--- config.mk ---
export PLATFORM = sky130hd
export DESIGN_NAME = flash_host_ctrl
export DESIGN_NICKNAME = d
export VERILOG_FILES = /design/src/flash_host_pkg.sv /design/src/flash_bus_cycle.sv /design/src/flash_host_ctrl.sv
export VERILOG_INCLUDE_DIRS = /design/src
export SDC_FILE = /design/constraint.sdc
export NUM_CORES = 1
export LEC_CHECK = 0
export ABC_CLOCK_PERIOD_IN_PS = 6700
export BUFFER_PORTS_ARGS = -buffer_cell sky130_fd_sc_hd__buf_4
export CORE_MARGIN = 3
export CORE_UTILIZATION = 25
export DETAILED_ROUTE_END_ITERATION = 8
export RECOVER_POWER = 25
export SYNTH_ARGS = -nofsm -noshare
export SYNTH_HDL_FRONTEND = slang
export SYNTH_HIERARCHICAL = 1
export SYNTH_SLANG_ARGS = --single-unit
--- constraint.sdc ---
create_clock -name core_clk -period 6.7 [get_ports core_clk]
set_clock_uncertainty 0.2 [all_clocks]
set_input_delay 1.34 -clock core_clk [delete_from_list [all_inputs] [get_ports core_clk]]
set_output_delay 1.34 -clock core_clk [all_outputs]
set_load 0.02 [all_outputs]
--- src/flash_host_cfg.svh ---
// constants for the parallel flash host controller
`ifndef FLASH_HOST_CFG_SVH
`define FLASH_HOST_CFG_SVH
`define UNLOCK1_ADDR 18'h00555
`define UNLOCK1_DATA 8'haa
`define UNLOCK2_ADDR 18'h002aa
`define UNLOCK2_DATA 8'h55
`define CMD_SETUP 8'h80
`define CMD_SECTOR_ERASE 8'h30
`define CMD_PROGRAM 8'ha0
`define CMD_SUSPEND 8'hb0
`define CMD_RESUME 8'h30
`define CMD_RESET 8'hf0
`define BIT_DATA_POLL 7
`define BIT_TOGGLE_ONE 6
`define BIT_TIMEOUT 5
`define BIT_ERASE_WINDOW 3
`define BIT_TOGGLE_TWO 2
`define CLK_PERIOD_NS 5
`define WRITE_LOW_NS 40
`define WRITE_LOW_CYC ((`WRITE_LOW_NS + `CLK_PERIOD_NS - 1) / `CLK_PERIOD_NS)
`define READ_ACCESS_NS 120
`define READ_ACCESS_CYC ((`READ_ACCESS_NS + `CLK_PERIOD_NS - 1) / `CLK_PERIOD_NS)
`define LOAD_WINDOW_MS 30
`define LOAD_WINDOW_CYC (`LOAD_WINDOW_MS * 1000000 / `CLK_PERIOD_NS)
`define REG_CTRL 32'h00
`define REG_ADDR 32'h04
`define REG_DATA 32'h08
`define REG_STATUS 32'h0c
`define REG_READ 32'h10
`define OP_NONE 3'h0
`define OP_PROGRAM 3'h1
`define OP_ERASE 3'h2
`define OP_ERASE_MORE 3'h3
`define OP_SUSPEND 3'h4
`define OP_RESUME 3'h5
`define OP_RESET 3'h6
`define OP_READ 3'h7
`endif

--- src/flash_host_pkg.sv ---
// types for the parallel flash host controller
package flash_host_pkg;
	typedef struct packed {
		logic [17:0] addr;
		logic [7:0] data;
	} bus_word_t;
	typedef struct packed {
		logic chip_en_n;
		logic out_en_n;
		logic write_en_n;
	} strobe_t;
	typedef enum logic [6:0] {
		ST_IDLE = 7'h01,
		ST_WRITE = 7'h02,
		ST_GAP = 7'h04,
		ST_POLL_A = 7'h08,
		ST_POLL_B = 7'h10,
		ST_READ = 7'h20,
		ST_DONE = 7'h40
	} host_state_t;
endpackage

--- src/flash_bus_cycle.sv ---
// one strobe cycle on the flash pins, write or read
`timescale 1ns/1ps
`include "flash_host_cfg.svh"
module flash_bus_cycle (
	// clock and reset
	input wire logic core_clk,
	input wire logic rst,
	// request
	input wire logic start,
	input wire logic is_write,
	input wire flash_host_pkg::bus_word_t word,
	output logic busy,
	output logic done,
	output logic [7:0] rd_data_reg,
	// flash pins
	output logic [17:0] addr_pin,
	output logic [7:0] dq_out,
	output logic dq_oe_n,
	input wire logic [7:0] dq_in,
	output flash_host_pkg::strobe_t strobes
);
	logic [7:0] cnt_reg;
	logic wr_reg;
	logic act_reg;
	logic done_reg;
	always_ff @(posedge core_clk or posedge rst) begin
		if (rst) begin
			act_reg <= 1'b0;
			cnt_reg <= 8'h00;
			wr_reg <= 1'b0;
		end else if (start && !act_reg) begin
			act_reg <= 1'b1;
			wr_reg <= is_write;
			cnt_reg <= is_write ? 8'(`WRITE_LOW_CYC) : 8'(`READ_ACCESS_CYC);
		end else if (act_reg) begin
			if (cnt_reg == 8'h00)
				act_reg <= 1'b0;
			else
				cnt_reg <= cnt_reg - 8'h01;
		end
	end
	// address, data and strobes all change on the same start edge, data held past the strobe rise
	always_ff @(posedge core_clk or posedge rst) begin
		if (rst) begin
			addr_pin <= 18'h00000;
			dq_out <= 8'h00;
			dq_oe_n <= 1'b1;
			strobes <= '{1'b1, 1'b1, 1'b1};
		end else if (start && !act_reg) begin
			addr_pin <= word.addr;
			dq_out <= word.data;
			dq_oe_n <= !is_write;
			strobes <= '{1'b0, is_write, !is_write};
		end else if (act_reg && cnt_reg == 8'h00) begin
			strobes <= '{1'b1, 1'b1, 1'b1};
		end else if (done_reg) begin
			dq_oe_n <= 1'b1;
		end
	end
	always_ff @(posedge core_clk or posedge rst) begin
		if (rst)
			rd_data_reg <= 8'h00;
		else if (act_reg && cnt_reg == 8'h00 && !wr_reg)
			rd_data_reg <= dq_in;
	end
	// done rises on the same edge as the release, the edge that also registers read data
	always_ff @(posedge core_clk or posedge rst) begin
		if (rst)
			done_reg <= 1'b0;
		else
			done_reg <= act_reg && cnt_reg == 8'h00;
	end
	// busy covers the trailing cycle too, keeping strobes high between transfers
	assign busy = act_reg || done_reg;
	assign done = done_reg;
endmodule

--- src/flash_host_ctrl.sv ---
// host controller that issues flash command sequences and polls status
//
// Decided for this implementation: the register addresses and the AXI4-Lite slave port.
`timescale 1ns/1ps
`include "flash_host_cfg.svh"
module flash_host_ctrl #(
	parameter int unsigned LOAD_WINDOW_CYC = `LOAD_WINDOW_CYC
) (
	// clock and reset
	input wire logic core_clk,
	input wire logic rst,
	// axi4-lite write address and data
	input wire logic [31:0] s_awaddr,
	input wire logic s_awvalid,
	output logic s_awready,
	input wire logic [31:0] s_wdata,
	input wire logic [3:0] s_wstrb,
	input wire logic s_wvalid,
	output logic s_wready,
	// axi4-lite write response
	output logic [1:0] s_bresp,
	output logic s_bvalid,
	input wire logic s_bready,
	// axi4-lite read
	input wire logic [31:0] s_araddr,
	input wire logic s_arvalid,
	output logic s_arready,
	output logic [31:0] s_rdata,
	output logic [1:0] s_rresp,
	output logic s_rvalid,
	input wire logic s_rready,
	// flash pins
	output logic [17:0] flash_addr,
	output logic [7:0] flash_dq_out,
	output logic flash_dq_oe_n,
	input wire logic [7:0] flash_dq_in,
	output logic flash_ce_n,
	output logic flash_oe_n,
	output logic flash_we_n
);
	flash_host_pkg::host_state_t state_reg;
	flash_host_pkg::bus_word_t seq_word [0:5];
	flash_host_pkg::bus_word_t cur_word;
	flash_host_pkg::strobe_t strobes;
	logic [2:0] op_reg;
	logic [2:0] idx_reg;
	logic [2:0] len_reg;
	logic [17:0] addr_reg;
	logic [7:0] data_reg;
	logic [7:0] poll_a_reg, read_reg, cyc_rd;
	logic [31:0] win_cnt_reg;
	logic busy_reg, fail_reg, window_late_reg, aw_hold, w_hold;
	logic [31:0] aw_addr_reg;
	logic [31:0] w_data_reg;
	logic cyc_start, cyc_write, cyc_busy, cyc_done;
	logic toggling, wr_go;
	// third word carries the command; erase also uses words 3..5
	always_comb begin
		seq_word[0] = '{`UNLOCK1_ADDR, `UNLOCK1_DATA};
		seq_word[1] = '{`UNLOCK2_ADDR, `UNLOCK2_DATA};
		case (op_reg)
			`OP_PROGRAM: seq_word[2] = '{`UNLOCK1_ADDR, `CMD_PROGRAM};
			`OP_ERASE: seq_word[2] = '{`UNLOCK1_ADDR, `CMD_SETUP};
			`OP_SUSPEND: seq_word[2] = '{addr_reg, `CMD_SUSPEND};
			default: seq_word[2] = '{addr_reg, `CMD_RESET};
		endcase
		seq_word[3] = '{`UNLOCK1_ADDR, `UNLOCK1_DATA};
		seq_word[4] = '{`UNLOCK2_ADDR, `UNLOCK2_DATA};
		seq_word[5] = '{addr_reg, `CMD_SECTOR_ERASE};
	end
	// single-write ops and the program target come from the register pair
	always_comb begin
		cur_word = seq_word[idx_reg];
		if (state_reg != flash_host_pkg::ST_WRITE)
			cur_word = '{addr_reg, 8'h00};
		else if (op_reg == `OP_ERASE_MORE || op_reg == `OP_RESUME)
			cur_word = '{addr_reg, `CMD_SECTOR_ERASE};
		else if (op_reg == `OP_SUSPEND)
			cur_word = '{addr_reg, `CMD_SUSPEND};
		else if (op_reg == `OP_RESET)
			cur_word = '{addr_reg, `CMD_RESET};
		else if (op_reg == `OP_PROGRAM && idx_reg == 3'h3)
			cur_word = '{addr_reg, data_reg};
	end
	flash_bus_cycle u_cycle (
		.core_clk(core_clk),
		.rst(rst),
		.start(cyc_start),
		.is_write(cyc_write),
		.word(cur_word),
		.busy(cyc_busy),
		.done(cyc_done),
		.rd_data_reg(cyc_rd),
		.addr_pin(flash_addr),
		.dq_out(flash_dq_out),
		.dq_oe_n(flash_dq_oe_n),
		.dq_in(flash_dq_in),
		.strobes(strobes)
	);
	assign flash_ce_n = strobes.chip_en_n;
	assign flash_oe_n = strobes.out_en_n;
	assign flash_we_n = strobes.write_en_n;
	assign cyc_write = state_reg == flash_host_pkg::ST_WRITE;
	assign cyc_start = !cyc_busy && (state_reg == flash_host_pkg::ST_WRITE ||
		state_reg == flash_host_pkg::ST_POLL_A || state_reg == flash_host_pkg::ST_POLL_B ||
		state_reg == flash_host_pkg::ST_READ);
	assign toggling = (poll_a_reg[`BIT_TOGGLE_ONE] != cyc_rd[`BIT_TOGGLE_ONE]);
	// axi4-lite write path: address and data in either order
	assign s_awready = !aw_hold && !s_bvalid;
	assign s_wready = !w_hold && !s_bvalid;
	assign s_bresp = 2'h0;
	assign wr_go = aw_hold && w_hold && !s_bvalid;
	always_ff @(posedge core_clk or posedge rst) begin
		if (rst) begin
			aw_hold <= 1'b0;
			w_hold <= 1'b0;
			aw_addr_reg <= 32'h0;
			w_data_reg <= 32'h0;
			s_bvalid <= 1'b0;
		end else begin
			if (s_awvalid && s_awready) begin
				aw_hold <= 1'b1;
				aw_addr_reg <= s_awaddr;
			end
			if (s_wvalid && s_wready) begin
				w_hold <= 1'b1;
				w_data_reg <= s_wdata;
			end
			if (wr_go) begin
				aw_hold <= 1'b0;
				w_hold <= 1'b0;
				s_bvalid <= 1'b1;
			end else if (s_bvalid && s_bready)
				s_bvalid <= 1'b0;
		end
	end
	// address and data registers; strobes are ignored for these byte fields
	always_ff @(posedge core_clk or posedge rst) begin
		if (rst) begin
			addr_reg <= 18'h0;
			data_reg <= 8'h0;
		end else if (wr_go && aw_addr_reg[7:0] == 8'(`REG_ADDR))
			addr_reg <= w_data_reg[17:0];
		else if (wr_go && aw_addr_reg[7:0] == 8'(`REG_DATA))
			data_reg <= w_data_reg[7:0];
	end
	// sequencer
	always_ff @(posedge core_clk or posedge rst) begin
		if (rst) begin
			state_reg <= flash_host_pkg::ST_IDLE;
			op_reg <= `OP_NONE;
			idx_reg <= 3'h0;
			len_reg <= 3'h0;
			poll_a_reg <= 8'h0;
			read_reg <= 8'h0;
			fail_reg <= 1'b0;
		end else begin
			case (state_reg)
				flash_host_pkg::ST_IDLE: begin
					if (wr_go && aw_addr_reg[7:0] == 8'(`REG_CTRL) && w_data_reg[2:0] != `OP_NONE) begin
						op_reg <= w_data_reg[2:0];
						idx_reg <= 3'h0;
						fail_reg <= 1'b0;
						case (w_data_reg[2:0])
							`OP_PROGRAM: len_reg <= 3'h4;
							`OP_ERASE: len_reg <= 3'h6;
							`OP_READ: len_reg <= 3'h0;
							default: len_reg <= 3'h1;
						endcase
						state_reg <= w_data_reg[2:0] == `OP_READ ? flash_host_pkg::ST_READ
							: flash_host_pkg::ST_WRITE;
					end
				end
				flash_host_pkg::ST_WRITE: begin
					if (cyc_done) begin
						idx_reg <= idx_reg + 3'h1;
						state_reg <= flash_host_pkg::ST_GAP;
					end
				end
				flash_host_pkg::ST_GAP: begin
					if (idx_reg != len_reg)
						state_reg <= flash_host_pkg::ST_WRITE;
					else if (op_reg == `OP_PROGRAM)
						state_reg <= flash_host_pkg::ST_POLL_A;
					else
						state_reg <= flash_host_pkg::ST_DONE;
				end
				flash_host_pkg::ST_POLL_A: begin
					if (cyc_done) begin
						poll_a_reg <= cyc_rd;
						state_reg <= flash_host_pkg::ST_POLL_B;
					end
				end
				flash_host_pkg::ST_POLL_B: begin
					if (cyc_done) begin
						read_reg <= cyc_rd;
						if (!toggling)
							state_reg <= flash_host_pkg::ST_DONE;
						else if (poll_a_reg[`BIT_TIMEOUT] && cyc_rd[`BIT_TIMEOUT]) begin
							// second stable-check failed after timeout: abort
							fail_reg <= 1'b1;
							op_reg <= `OP_RESET;
							idx_reg <= 3'h0;
							len_reg <= 3'h1;
							state_reg <= flash_host_pkg::ST_WRITE;
						end else begin
							poll_a_reg <= cyc_rd;
							state_reg <= flash_host_pkg::ST_POLL_B;
						end
					end
				end
				flash_host_pkg::ST_READ: begin
					if (cyc_done) begin
						read_reg <= cyc_rd;
						state_reg <= flash_host_pkg::ST_DONE;
					end
				end
				flash_host_pkg::ST_DONE: state_reg <= flash_host_pkg::ST_IDLE;
				default: state_reg <= flash_host_pkg::ST_IDLE;
			endcase
		end
	end
	assign busy_reg = state_reg != flash_host_pkg::ST_IDLE;
	// load window tracking: count since last erase write rise
	always_ff @(posedge core_clk or posedge rst) begin
		if (rst) begin
			win_cnt_reg <= 32'h0;
			window_late_reg <= 1'b1;
		end else if (state_reg == flash_host_pkg::ST_GAP &&
			(op_reg == `OP_ERASE || op_reg == `OP_ERASE_MORE) && idx_reg == len_reg) begin
			win_cnt_reg <= LOAD_WINDOW_CYC;
			window_late_reg <= 1'b0;
		end else if (win_cnt_reg != 32'h0)
			win_cnt_reg <= win_cnt_reg - 32'h1;
		else
			window_late_reg <= 1'b1;
	end
	// axi4-lite read path
	assign s_arready = !s_rvalid;
	assign s_rresp = 2'h0;
	always_ff @(posedge core_clk or posedge rst) begin
		if (rst) begin
			s_rvalid <= 1'b0;
			s_rdata <= 32'h0;
		end else if (s_arvalid && s_arready) begin
			s_rvalid <= 1'b1;
			case (s_araddr[7:0])
				8'(`REG_ADDR): s_rdata <= {14'h0, addr_reg};
				8'(`REG_DATA): s_rdata <= {24'h0, data_reg};
				8'(`REG_STATUS): s_rdata <= {29'h0, window_late_reg, fail_reg, busy_reg};
				8'(`REG_READ): s_rdata <= {24'h0, read_reg};
				default: s_rdata <= 32'h0;
			endcase
		end else if (s_rvalid && s_rready)
			s_rvalid <= 1'b0;
	end
	a_write_strobe_width: assert property (@(posedge core_clk) disable iff (rst)
		$fell(flash_we_n) |-> !flash_we_n [*8]) else $error("write strobe too short");
	a_write_oe_high: assert property (@(posedge core_clk) disable iff (rst)
		!flash_we_n |-> flash_oe_n && !flash_dq_oe_n) else $error("write without data drive");
	a_erase_last_cmd: assert property (@(posedge core_clk) disable iff (rst)
		$fell(flash_we_n) && op_reg == `OP_ERASE && idx_reg == 3'h5 |-> flash_dq_out == `CMD_SECTOR_ERASE
		&& flash_addr == addr_reg) else $error("erase sixth write wrong");
	a_prog_cmd: assert property (@(posedge core_clk) disable iff (rst)
		$fell(flash_we_n) && op_reg == `OP_PROGRAM && idx_reg == 3'h2 |-> flash_dq_out == `CMD_PROGRAM)
		else $error("program command wrong");
	a_prog_target: assert property (@(posedge core_clk) disable iff (rst)
		$fell(flash_we_n) && op_reg == `OP_PROGRAM && idx_reg == 3'h3 |-> flash_dq_out == data_reg)
		else $error("program target wrong");
	a_poll_twice: assert property (@(posedge core_clk) disable iff (rst)
		state_reg == flash_host_pkg::ST_POLL_A && cyc_done |=> state_reg == flash_host_pkg::ST_POLL_B)
		else $error("single status read");
	a_timeout_reset: assert property (@(posedge core_clk) disable iff (rst)
		state_reg == flash_host_pkg::ST_POLL_B && cyc_done && toggling && poll_a_reg[`BIT_TIMEOUT]
		&& cyc_rd[`BIT_TIMEOUT] |=> op_reg == `OP_RESET && fail_reg) else $error("no reset after timeout");
	a_unlock_first: assert property (@(posedge core_clk) disable iff (rst)
		$fell(flash_we_n) && idx_reg == 3'h0 && (op_reg == `OP_ERASE || op_reg == `OP_PROGRAM)
		|-> flash_dq_out == `UNLOCK1_DATA) else $error("unlock wrong");
	c_erase: cover property (@(posedge core_clk) op_reg == `OP_ERASE && state_reg == flash_host_pkg::ST_DONE);
	c_program: cover property (@(posedge core_clk) op_reg == `OP_PROGRAM && state_reg == flash_host_pkg::ST_DONE);
	c_abort: cover property (@(posedge core_clk) fail_reg && state_reg == flash_host_pkg::ST_DONE);
endmodule

# --- Word level (Yosys, flattened, before mapping) ---
# Cells that the tools add are included.
classes:
  n_addsub: 3
  order_cmp: 1
  n_eq_ne: 38
  mux: 72
  bitwise_logic: 2
  n_reduce_logical: 59
ops:
  columns: ["cell", "n"]
  rows:
  - ["two-way mux 26 bit", 7]
  - ["two-way mux 7 bit", 12]
  - ["binary-select mux 26 bit (select 3 bit)", 1]
  - ["case mux 26 bit (3 select lines)", 1]
  - ["case mux 18 bit (4 select lines)", 1]
  - ["two-way mux 32 bit", 2]
  - ["two-way mux 3 bit", 15]
  - ["case mux 7 bit (6 select lines)", 1]
  - ["nonzero test 32 bit", 1]
  - ["subtractor 32 x 1 -> 32 bit (second input constant)", 1]
  - ["== test 8 x 4 -> 1 bit (second input constant)", 3]
  - ["two-way mux 8 bit", 3]
  - ["logical AND 1 bit", 21]
  - ["two-way mux 1 bit", 20]
  - ["nonzero test 2 bit", 10]
  - ["case mux 3 bit (3 select lines)", 2]
  - ["== test 8 x 3 -> 1 bit (second input constant)", 2]
  - ["zero test 8 bit", 2]
  - ["AND reduction 5 bit", 3]
  - ["case mux 7 bit (2 select lines)", 1]
  - ["== test 3 x 2 -> 1 bit (second input constant)", 4]
  - ["== test 3 bit (second input constant)", 4]
  - ["!= test 2 x 1 -> 1 bit (second input constant)", 6]
  - ["case mux 3 bit (2 select lines)", 2]
  - ["28 further kinds", 50]
word_totals:
  reg_bits: 202
  out_inout_bits: 71
  elab_cells: 204

# --- Logic depth before layout (Yosys ltp) ---
logic_depth:
  ltp_word: 10
  mapped_depth: 11
  mapped_depth_nobuf: 9

# --- Hierarchy ---
# The synthesis kept the hierarchy.
modules_own_cells:
  columns: ["mod", "n_inst", "cells_per_inst", "area_each_um2"]
  rows:
  - ["flash_host_ctrl", 1, 650, 6919.1]
  - ["flash_bus_cycle", 1, 193, 2013.2]

# --- Worst setup path before layout ---
# OpenSTA, ideal clock, no wires.
synth_path:
  path_kind: "input-to-reg"
  start: "input port s_araddr[3]"
  end: "register s_rdata[10]"
  arrival_ps: 2801
  t_required_ps: 6431
  setup_slack_ps: 3630
  stages: 4
  path_buffers: 1
  path_cell_list: "clkbuf_1 -> or3b_2 -> nor3_1 -> a22o_1"
synth_via:
  elab_chain_len: 2
  elab_cells_between_ends: 5
  classes_between: "eq/ne: 4; mux: 1"
synth_rtl:
  columns: ["item", "line_no", "rtl"]
  rows:
  - ["from (decl)", "flash_host_ctrl.sv:25", "input wire logic [31:0] s_araddr,"]
  - ["== test 8 x 5 -> 1 bit, or another cell as far along", "flash_host_ctrl.sv:247", "case (s_araddr[7:0])"]
  - ["case mux 18 bit (4 select lines) (*)", "flash_host_ctrl.sv:247", null]
  - ["to (signal assigned)", "flash_host_ctrl.sv:248", "8'(`REG_ADDR): s_rdata <= {14'h0, addr_reg};"]
  - ["to (signal assigned)", "flash_host_ctrl.sv:249", "8'(`REG_DATA): s_rdata <= {24'h0, data_reg};"]
  - ["to (signal assigned)", "flash_host_ctrl.sv:250", "8'(`REG_STATUS): s_rdata <= {29'h0, window_late_reg, fail_reg, busy_reg};"]
  - ["to (decl)", "flash_host_ctrl.sv:28", "output logic [31:0] s_rdata,"]
# Mark *: on every way between the ends. The rest lies on a longest branch, timed or not.
# A chain may end at the register's enable or synchronous reset.

==> summary.txt <==
status -> finished, violations left
failing checks -> max-capacitance violations, max-slew violations
xor/xnor cell area share of the yosys netlist -> 0.0176
CTS buffer count -> 17
post-synthesis adder-cell area fraction -> 0.0112
fin crit share -> 0.619
total global routing overflow -> 0
switching pwr -> 1300 µW
simple-gate share of the synthesized area -> 0.201
mux cell area share after synthesis -> 0.106
main combinational cell family by area after synthesis -> simple AND/OR/NAND/NOR gates
Worst Hold Class -> reg -> reg
post-route ant nets -> 0
Die W -> 195 µm
Worst slew margin -> -1.50
CTS tree -> done
I/O Buffers -> 101
diodes inserted -> 0
crit path max fanout -> 81
WHS Endpoint -> u_cycle/dq_out[7]
Final setup violation count -> 0
maximum VDD drop -> 0.196 mV
Final Core Density -> 0.305
number of synthesized flops with an enable pin -> 0
clk_lat worst skew -> 0.44 ns
crit path DAT -> 4.44 ns
drt wl/cell -> 15.9 µm
slowest CP cell -> clkinvlp_2
Switching Share -> 0.354
flop2flop setup slack -> 3.16 ns
initial antenna violation count -> 0
Synth Register Bits -> 183
cell row count -> 68
core area -> 34900 µm²
Longest Clk Path Bufs -> 2
Synth cell types -> 79
Setup crit end kind -> asynchronous set/reset pin
Max Freq -> 0.241 GHz
clock sink count -> 183
Reg power frac -> 0.459
drt first-iter violations -> 457
kind of critical path -> in -> async
capturing point of the worst reg2reg path -> u_cycle/cnt_reg[4]
total wire length -> 22200 µm
Slew Limit Fails -> 132
detailed-route DRC error count -> 0
Avg Synthesized Cell Area -> 10.6 µm²
largest area contributor in the netlist -> dfrtp_1
I/O pin cnt -> 186
cell area after synthesis -> 8930 µm²
Root Driver -> clkbuf_16
chip height -> 195 µm
P_leak -> 0.00497 µW
Die Footprint -> 38000 µm²
Layout area overhead -> 19.2%
HPWL reported at the end of detailed placement -> 15800 µm
Sum Neg Setup Slack -> 0 ns
Cells after Synth -> 843
Reg2Reg Depth -> 9
area share of the leading cell type in the synthesized netlist -> 0.496
Final Wtd Congestion -> 0.822
data required time of the worst path -> 6.99 ns
CTS resizes -> 0
Int Pwr -> 2380 µW
number of synthesis warnings -> 6
worst hold path startpoint -> u_cycle/dq_out[7]
pre-CTS setup slack -> 3.10 ns
Seq/Total Area, Yosys -> 0.514
crit-path cells -> clkbuf_1, clkinvlp_2, buf_4
Final Hold Vio Count -> 0
Compound-Gate Fraction of Synth Area -> 0.108
setup ws final -> 2.55 ns
reg-to-reg startpoint -> state_reg[3]
htree depth -> 4
drt first pass iters -> 5
total number of vias -> 6589
Cell Pwr Density -> 346 nW/µm²
crit path launch type -> input port
share of cells above drive strength 1 -> 0.261
hold path depth -> 2
all-layer global routing usage -> 0.118
unrepaired setup endpoints after global routing -> false
CTS clock-pin slew for the worst setup and hold paths -> 0.07 ns
most common cell after layout, fill and taps aside -> dfrtp_1
vias in the first global route -> 6566
DR vias/cell -> 4.72
Synth async-reset ratio -> 1.00
Main synth FF type -> dfrtp_1
worst slew pin tran -> 3.73 ns
Nets -> 1052
Largest register FFs -> 32
Hold-fix buffers, CTS -> 0
Comb pwr share -> 0.266
largest net degree at the start of global routing -> 82
largest stage delay on the critical path -> 2.06 ns
most frequent cells in the layout -> 177 x dfrtp_1, 117 x nand2_1, 101 x buf_4
setup repair bufs after CTS -> 0
largest cells by area after synthesis -> dfrtp_1 50%, mux2_2 9.5%, nand2_1 4.9%
Tmin final -> 4.15 ns
Initial Utilization -> 0.256
MaxCap Viol Count -> 2
clock power share -> 0.275
first-pass GRT wire length -> 36700 µm
==> per-stage QoR <==
stage               instances  hold slack, ns  instance area [µm²]  total power, µW
floorplan                 860           0.272                 9000             2390
global placement         1365           0.263                10100             2660
detailed placement       1365           0.264                10100             2700
CTS                      1397           0.284                10700             3720
global route             1397           0.308                10700             3930
finish                   1397           0.275                10700             3680
==> layout make-up <==
class / instances / area [µm²]
fill: 3611 / 24200
sequential: 183 / 4590
multi-input combinational: 604 / 4050
timing repair buffer: 105 / 785
tap: 455 / 569
clock buffer: 18 / 439
clock inverter: 14 / 151
inverter: 18 / 70.1
==> cells by family (layout without fill, tap and decap cells) <==
family,Yosys count,count (layout)
multiplexers,85,85
XOR/XNOR,18,18
buffers and inverters,73,155
flip-flops,183,183
other,1,18
AO/OA/AOI/OAI,140,140
adder cells (fa/ha/maj),8,8
AND/OR/NAND/NOR,335,335
==> worst max-delay path: cells and delay by family <==
kind | cells | cell delay (ns)
buffers and inverters | 3 | 2.99
==> cell usage after synthesis, drive strengths merged (11+ instances only) <==
cell type	instances
clkbuf	33
nand3	22
o21ai	35
a21oi	27
xnor2	12
and2	14
or4	19
nand2b	16
nor4	11
nor3	27
mux2	75
buf	22
inv	17
o31ai	12
nor2	46
dfrtp	177
nand2	117
or3	13
==> how the worst max path moves through the flow <==
stage / from / end / slack (ns) / cells after the start
global placement: s_araddr[0] / s_rdata[4] / 3.18 / 6
finish: rst / len_reg[1] / 2.55 / 3
global route: rst / len_reg[1] / 1.91 / 3
floorplan: rst / addr_reg[0] / 1.58 / 1
detailed placement: s_araddr[0] / s_rdata[4] / 3.10 / 6
CTS: state_reg[3] / u_cycle/cnt_reg[4] / 3.16 / 9
==> metal layers <==
| layer | share of wire | up-vias | wire [µm] | global-route usage |
|---|---|---|---|---|
| li1 | - | 3159 | - | - |
| met1 | 0.44 | 3288 | 9830 | 0.155 |
| met2 | 0.49 | 126 | 11000 | 0.197 |
| met3 | 0.054 | 16 | 1190 | 0.0330 |
| met4 | 0.0099 | 0 | 221 | 0.0259 |
| met5 | 0 | - | 0 | 0 |
==> power by group through the flow <==
stage	clock network [µW]	registers (µW)	logic [µW]
2_1_floorplan	0	1630	762
3_3_place_gp	0	1700	965
3_5_place_dp	0	1710	988
4_1_cts	1040	1690	990
5_1_grt	1080	1740	1100
6_report	1010	1690	981
No activity file was read; power rests on OpenSTA's default activity.
